`config.mk`:
```
export PLATFORM = sky130hd
export DESIGN_NAME = amir_irq_mask
export DESIGN_NICKNAME = d
export VERILOG_FILES = /design/src/rtl/amir_timeout_cnt.v /design/src/rtl/amir_irq_mask.v
export VERILOG_INCLUDE_DIRS = /design/src /design/src/common
export SDC_FILE = /design/constraint.sdc
export NUM_CORES = 1
export LEC_CHECK = 0
export ABC_AREA = 1
export BUFFER_PORTS_ARGS = -buffer_cell sky130_fd_sc_hd__buf_2
export CORE_AREA = 2 2 108 68
export DETAILED_ROUTE_END_ITERATION = 6
export DIE_AREA = 0 0 110 70
export PLACE_DENSITY_LB_ADDON = 0.08
export SLEW_MARGIN = 25
export SYNTH_ARGS = -nofsm -noshare
export SYNTH_HDL_FRONTEND = slang
export SYNTH_SLANG_ARGS = --single-unit
```
`constraint.sdc`:
```
create_clock -name i_ref_clk -period 4 [get_ports i_ref_clk]
set_clock_uncertainty 0.2 [all_clocks]
set_input_delay 0.8 -clock i_ref_clk [delete_from_list [all_inputs] [get_ports i_ref_clk]]
set_output_delay 0.8 -clock i_ref_clk [all_outputs]
set_load 0.02 [all_outputs]
```
`src/common/amir_map.vh`:
```
// Register map and constants of the memory-interface interrupt mask block
//
// Overview of operation
// - A newly set masked status bit sends a one-cycle high pulse to the CPU.
// - Wait-rise masked bit 2 sets on a wait rising edge when enabled.
// - Timeout masked bit 0 sets when wait outlasts the maximum count, if enabled.
// - Writing one clears a masked status bit; writing zero leaves it.
// - Write-one clearing of a masked bit also clears its raw status twin; disabling the event leaves raw set.
// - In the status and enable registers, bits 31-3 and 1 read zero; software writes zero there.
// - Writing one to an enable-set bit sets it and its clear mirror.
// - Enable bits clear only through the companion enable-clear register.
// - A disabled event keeps its masked bit at zero and gives no pulse.
// - Raw status bits set on their events regardless of enables.
// - Writing one to an enable-clear bit disables the event and both mirrors.
`ifndef AMIR_MAP_VH
`define AMIR_MAP_VH

// ****************************************
// Register offsets
// ****************************************
`define AMIR_OFS_RAW      12'h000
`define AMIR_OFS_MASKED   12'h004
`define AMIR_OFS_EN_SET   12'h008
`define AMIR_OFS_EN_CLR   12'h00c
`define AMIR_OFS_WAIT_CFG 12'h010
`define AMIR_OFS_LEVEL    12'h014

// ****************************************
// Field positions and widths
// ****************************************
`define AMIR_BIT_TIMEOUT  0
`define AMIR_BIT_WRISE    2
`define AMIR_EVT_W        3
`define AMIR_EVT_MASK     3'h5
`define AMIR_CNT_W        8
`define AMIR_ADDR_W       12

// ****************************************
// Reset values
// ****************************************
`define AMIR_RST_EVT      3'h0
`define AMIR_RST_CNT      8'h80
`define AMIR_ZERO32       32'h0000_0000

`endif

```
`src/rtl/amir_timeout_cnt.v`:
```
// Extended-wait timeout counter of the interrupt mask block
`timescale 1ns/1ps
`include "amir_map.vh"
module amir_timeout_cnt #(
  parameter CNT_W = `AMIR_CNT_W
) (
  // Clock and reset
  input  wire             i_ref_clk,
  input  wire             i_rst_n,
  // Wait level and limit
  input  wire             i_wait_act,
  input  wire [CNT_W-1:0] i_max_count,
  // Event
  output reg              o_timeout
);

  reg [CNT_W-1:0] cnt_r;
  reg             fired_r;

  // ****************************************
  // Counter
  // ****************************************
  // Fires once per wait episode so one long wait gives one event
  always @(posedge i_ref_clk) begin
    if (!i_rst_n) begin
      cnt_r     <= {CNT_W{1'b0}};
      fired_r   <= 1'b0;
      o_timeout <= 1'b0;
    end else if (!i_wait_act) begin
      cnt_r     <= {CNT_W{1'b0}};
      fired_r   <= 1'b0;
      o_timeout <= 1'b0;
    end else begin
      if (!fired_r && cnt_r >= i_max_count) begin
        fired_r   <= 1'b1;
        o_timeout <= 1'b1;
      end else begin
        o_timeout <= 1'b0;
      end
      if (!fired_r) begin
        cnt_r <= cnt_r + {{(CNT_W-1){1'b0}}, 1'b1};
      end
    end
  end

endmodule

```
`src/rtl/amir_irq_mask.v`:
```
// Interrupt mask and status logic with APB register access
//
// The register offsets and the APB slave port are this design's own decisions.
`timescale 1ns/1ps
`include "amir_map.vh"
module amir_irq_mask #(
  parameter CNT_W  = `AMIR_CNT_W,
  parameter ADDR_W = `AMIR_ADDR_W
) (
  // Clock and reset
  input  wire              i_ref_clk,
  input  wire              i_rst_n,
  // APB slave
  input  wire              i_psel,
  input  wire              i_penable,
  input  wire              i_pwrite,
  input  wire [ADDR_W-1:0] i_paddr,
  input  wire [31:0]       i_pwdata,
  output reg  [31:0]       o_prdata,
  output reg               o_pready,
  output reg               o_pslverr,
  // External wait pin
  input  wire              i_ext_wait_in,
  // Interrupts
  output reg               o_irq_pulse,
  output reg               o_irq
);

  localparam EW = `AMIR_EVT_W;

  // ****************************************
  // State
  // ****************************************
  reg  [EW-1:0]    raw_r;
  reg  [EW-1:0]    raw_nxt;
  reg  [EW-1:0]    masked_r;
  reg  [EW-1:0]    masked_nxt;
  reg  [EW-1:0]    enable_r;
  reg  [EW-1:0]    enable_nxt;
  reg  [CNT_W-1:0] max_cnt_r;
  reg              wait_s1_r;
  reg              wait_s2_r;
  reg              wait_d_r;
  wire             timeout_evt;
  wire [EW-1:0]    evt;
  wire             wr_acc;
  wire             rd_acc;
  wire [EW-1:0]    wbits;
  wire             hit;

  // Only valid event bits; reserved bits never stored
  function [EW-1:0] evt_bits;
    input [31:0] d;
    begin
      evt_bits = d[EW-1:0] & `AMIR_EVT_MASK;
    end
  endfunction

  // Decode used by both the write and the read path
  function is_reg;
    input [ADDR_W-1:0] a;
    input [ADDR_W-1:0] ofs;
    begin
      is_reg = (a == ofs);
    end
  endfunction

  // ****************************************
  // Wait pin synchroniser
  // ****************************************
  // two flops first
  always @(posedge i_ref_clk) begin
    if (!i_rst_n) begin
      wait_s1_r <= 1'b0;
      wait_s2_r <= 1'b0;
      wait_d_r  <= 1'b0;
    end else begin
      wait_s1_r <= i_ext_wait_in;
      wait_s2_r <= wait_s1_r;
      wait_d_r  <= wait_s2_r;
    end
  end

  amir_timeout_cnt #(
    .CNT_W (CNT_W)
  ) u_tmo (
    .i_ref_clk   (i_ref_clk),
    .i_rst_n     (i_rst_n),
    .i_wait_act  (wait_s2_r),
    .i_max_count (max_cnt_r),
    .o_timeout   (timeout_evt)
  );

  assign evt[`AMIR_BIT_WRISE]   = wait_s2_r & ~wait_d_r;
  assign evt[1]                 = 1'b0;
  assign evt[`AMIR_BIT_TIMEOUT] = timeout_evt;

  // ****************************************
  // Bus decode
  // ****************************************
  // Zero wait state: access phase completes at once
  assign wr_acc = i_psel & i_penable & i_pwrite;
  assign rd_acc = i_psel & ~i_penable & ~i_pwrite;
  assign wbits  = evt_bits(i_pwdata);
  assign hit    = is_reg(i_paddr, `AMIR_OFS_RAW)
                | is_reg(i_paddr, `AMIR_OFS_MASKED)
                | is_reg(i_paddr, `AMIR_OFS_EN_SET)
                | is_reg(i_paddr, `AMIR_OFS_EN_CLR)
                | is_reg(i_paddr, `AMIR_OFS_WAIT_CFG)
                | is_reg(i_paddr, `AMIR_OFS_LEVEL);

  // ****************************************
  // Next-state logic
  // ****************************************
  always @* begin
    raw_nxt    = raw_r;
    masked_nxt = masked_r;
    enable_nxt = enable_r;
    if (wr_acc) begin
      if (is_reg(i_paddr, `AMIR_OFS_EN_SET)) begin
        enable_nxt = enable_r | wbits;
      end
      if (is_reg(i_paddr, `AMIR_OFS_EN_CLR)) begin
        enable_nxt = enable_r & ~wbits;
      end
      if (is_reg(i_paddr, `AMIR_OFS_MASKED) ||
          is_reg(i_paddr, `AMIR_OFS_RAW)) begin
        masked_nxt = masked_r & ~wbits;
        raw_nxt    = raw_r & ~wbits;
      end
    end
    raw_nxt    = raw_nxt | evt;
    masked_nxt = masked_nxt | (evt & enable_nxt);
    masked_nxt = masked_nxt & enable_nxt;
  end

  // ****************************************
  // Registers
  // ****************************************
  always @(posedge i_ref_clk) begin
    if (!i_rst_n) begin
      raw_r     <= `AMIR_RST_EVT;
      masked_r  <= `AMIR_RST_EVT;
      enable_r  <= `AMIR_RST_EVT;
      max_cnt_r <= `AMIR_RST_CNT;
    end else begin
      raw_r    <= raw_nxt & `AMIR_EVT_MASK;
      masked_r <= masked_nxt & `AMIR_EVT_MASK;
      enable_r <= enable_nxt & `AMIR_EVT_MASK;
      if (wr_acc && is_reg(i_paddr, `AMIR_OFS_WAIT_CFG)) begin
        max_cnt_r <= i_pwdata[CNT_W-1:0];
      end
    end
  end

  // ****************************************
  // Read path and response
  // ****************************************
  // reserved bits read zero
  always @(posedge i_ref_clk) begin
    if (!i_rst_n) begin
      o_prdata  <= `AMIR_ZERO32;
      o_pready  <= 1'b0;
      o_pslverr <= 1'b0;
    end else begin
      // Registered answer: ready in the first cycle of the access phase
      o_pready  <= i_psel & ~i_penable;
      o_pslverr <= i_psel & ~i_penable & ~hit;
      o_prdata  <= `AMIR_ZERO32;
      if (rd_acc) begin
        if (is_reg(i_paddr, `AMIR_OFS_RAW)) begin
          o_prdata <= {{(32-EW){1'b0}}, raw_r};
        end
        if (is_reg(i_paddr, `AMIR_OFS_MASKED)) begin
          o_prdata <= {{(32-EW){1'b0}}, masked_r};
        end
        if (is_reg(i_paddr, `AMIR_OFS_EN_SET) ||
            is_reg(i_paddr, `AMIR_OFS_EN_CLR)) begin
          o_prdata <= {{(32-EW){1'b0}}, enable_r};
        end
        if (is_reg(i_paddr, `AMIR_OFS_WAIT_CFG)) begin
          o_prdata <= {{(32-CNT_W){1'b0}}, max_cnt_r};
        end
        if (is_reg(i_paddr, `AMIR_OFS_LEVEL)) begin
          o_prdata <= {31'h0000_0000, o_irq};
        end
      end
    end
  end

  // ****************************************
  // Interrupt outputs
  // ****************************************
  always @(posedge i_ref_clk) begin
    if (!i_rst_n) begin
      o_irq_pulse <= 1'b0;
      o_irq       <= 1'b0;
    end else begin
      o_irq_pulse <= |(masked_nxt & ~masked_r);
      o_irq       <= |masked_nxt;
    end
  end

endmodule

```
==> results_dict.tcl <==
set metrics [dict create \
    status "complete, no violations" \
    powerDensity_nw_per_um2 343.8 \
    worstHoldPathType "reg -> reg" \
    hpwlAfterDp_um 3227 \
    clkPwrFrac_pct 42.2 \
    dieWidth_um 110 \
    fillCellCount 784 \
    drtPass1Iterations 4 \
    ys_warn_count 0 \
    ys.flop_type "dfxtp_1" \
    worstSetupStartpoint "i_paddr[0]" \
    required_ns 3.98 \
    tns_ns 0 \
    grt_pass1_wl_um 6534 \
    worstPathCellList "buf_2 > inv_1 > nand2_1 > nor2_4 > nand3b_4 > inv_2 > nand2_2 > o21ai_0 > a21oi_1" \
    detail-route-antenna-nets 0 \
    grt_max_degree 16 \
    irDropWorstVdd_mv 0.1858 \
    power.internal_uw 588.8 \
    die_area_um2 7700 \
    hold_violations 0 \
    period_share_pct 47.48 \
    ff2ff_setup_slack_ns 2.20 \
    netlist_instances 259 \
    antenna_found_initial 0 \
    io_buffer_count 37 \
    synth_edf_count 0 \
    syn_area_um2 1971 \
    finalNonFillerCells 391 \
    slowest_stage "o21ai_0" \
    insertedDiodeCount 0 \
    drt_wl_total_um 4031 \
    cts.sink_count 39 \
    synth.most_common_cell "nand2_1" \
    vias_per_cell 4.077 \
    ctsRootBufferMaster "clkbuf_8" \
    fin_area_um2 2267 \
    p_leak_nw 1.110 \
    hp-start "wait_s1_r$_SDFF_PN0_" \
    crit_path_end "max_cnt_r[2]$_SDFFE_PN0P_" \
    period_minus_slack_ns 1.899 \
    synth.largest_area_cell "dfxtp_1" \
    dp_slack_ns 1.751 \
    htreeDepth 2 \
    cts.repair.resized 0 \
    switchingPower_uw 190.6 \
    rr_endpoint "u_tmo.fired_r$_SDFFE_PN0P_" \
    critPathMaxFanout 15 \
    dpl_cell_area_um2 2161 \
    post-cts-setup-buffer-count 0 \
    initial_core_util_pct 28.66 \
    slew_violations 0 \
    start_kind "input pin" \
    path_class "in -> reg" \
    drc_errors 0 \
    wl_per_cell_um 10.31 \
    vias 1594 \
    synthesis.area_per_instance_um2 7.609 \
    max_stage_delay_ns 0.21 \
    critPathCaptureType "register" \
    cts_tree "yes" \
    pwr-share-seq_pct 50.3 \
    globalplace.congestion 0.7868 \
    power_switching_share_pct 24.46 \
    cts.reportedPaths.clkPinSlew_ns 0.08 \
    synth_area_leaders "dfxtp_1 (40%), buf_4 (9.1%), nand2_1 (8.0%), inv_1 (6.7%), ha_1 (5.7%)" \
    multi_input_area_um2 934.6 \
    worstRegToRegCells 7 \
    die_y_um 70 \
    io_pins 86 \
    drtIter0Drc 66 \
    async_flop_share_pct 0 \
    grt_pass1_vias 1356 \
    cts_buffer_depth 2 \
    setup_viol 0 \
    synth_seq_area_share_pct 39.62 \
    fin_nets 359 \
    grt_setup_unrepaired "false" \
    grt_use_total_pct 11.22 \
    r2r_start "u_tmo.cnt_r[5]$_SDFFE_PN0N_" \
    synth_top_area_share_pct 39.62 \
    rows 24 \
    ys_types 28 \
    dp_cells 384 \
    hold_buffers 0 \
    clock_latency_ns 0.30 \
    seqCellArea_um2 780.7 \
    synthTopCellsByCount "nand2_1 (42), dfxtp_1 (39), inv_1 (35)" \
    fmax_ghz 0.5265 \
    critPathArrivalTime_ns 1.88 \
    area_growth_pct 15.05 \
    p_comb_share_pct 7.6 \
    hold_ws_ns 0.2147 \
    core-area_um2 6877 \
    gr-total-overflow 0 \
    worst_slack_ns 2.101 \
    drive_above_1_share_pct 21.00 \
    yosys_register_bits 39 \
    drv_cap 0 \
    cts_made_buffers 5 \
]
power by group through the flow:
stage          Combinational [mW]  Sequential [mW]  Clock (mW)
6_report                   0.0589            0.392       0.329
5_1_grt                    0.0665            0.392       0.350
4_1_cts                    0.0592            0.392       0.338
3_5_place_dp               0.0591            0.401           0
3_3_place_gp               0.0593            0.401           0
2_1_floorplan              0.0563            0.402           0
flip-flops by register name (all words and copies together) (netlist names), 2 cells and up:
| register | cells |
|---|---|
| max_cnt_r | 8 |
| masked_r | 2 |
| enable_r | 2 |
| raw_r | 2 |
| o_prdata | 8 |
| u_tmo.cnt_r | 8 |
metal layers:
layer  vias up  track usage [%]  part of all wire, %
met5         -                0                    0
met4         0            3.797                  1.1
met3         5            3.641                  7.1
met2        43            13.84                   35
met1       686            17.61                   56
li1        860                -                    -
per-stage QoR:
step / utilization (%) / power [mW]
floorplan: - / 0.4581
finish: 32.97 / 0.7795
global placement: 31.42 / 0.4602
global route: 32.97 / 0.8087
detailed placement: 31.42 / 0.4601
CTS: 32.97 / 0.7889
cells in the final DEF, fill, tap and decap left out:
cell,instances
nor2_2,5
ha_1,9
nor2_8,1
xor2_1,1
bufinv_16,1
nor3_2,2
a211oi_1,2
nor3_1,2
inv_2,3
nand2_1,42
and3_1,3
nand4_1,4
nand3b_4,1
nor2_1,25
o21ai_1,6
nand3_1,10
o21ai_0,13
o21bai_2,2
dfxtp_1,39
clkinv_1,1
a21oi_1,20
nor2_4,1
nand2_2,4
clkinvlp_4,1
clkbuf_8,5
buf_2,37
nand3b_1,1
inv_1,35
conb_1,24
worst max-delay path: cells and delay by family:
family	cells	cell delay [ns]
compound gates	2	0.26
simple gates	4	0.58
buf+inv	3	0.23
worst min-delay path by stage:
| stage | slack (ns) | to | depth (start not counted) |
|---|---|---|---|
| final | 0.21 | wait_s2_r$_SDFF_PN0_ | 2 |
| after global placement | 0.20 | wait_s2_r$_SDFF_PN0_ | 2 |
| after global routing | 0.25 | wait_s2_r$_SDFF_PN0_ | 2 |
| after floorplan | 0.19 | wait_s2_r$_SDFF_PN0_ | 2 |
| after detailed placement | 0.20 | wait_s2_r$_SDFF_PN0_ | 2 |
| after CTS | 0.22 | wait_s2_r$_SDFF_PN0_ | 2 |
cell type report:
type	count	area share [%]
flip-flops and latches	39	34.44
multi-input cells	178	41.23
well taps	91	5.022
repair buffers	37	8.168
inverters	39	6.457
clock inverters	2	1.656
clock buffers	5	3.035
cells by family (layout without fill, tap and decap cells):
kind of cell | count (synthesis) | in the layout | synth area share, %
buffers and inverters | 65 | 83 | 17.33
other | 1 | 24 | 0.1903
DFF | 39 | 39 | 39.62
adders and majority gates | 9 | 9 | 5.714
AOI/OAI and AO/OA | 43 | 43 | 11.81
and+or+nand+nor | 101 | 101 | 24.89
xor gates and xnor gates | 1 | 1 | 0.4445
Note: power is estimated with default switching activity, not from simulation.
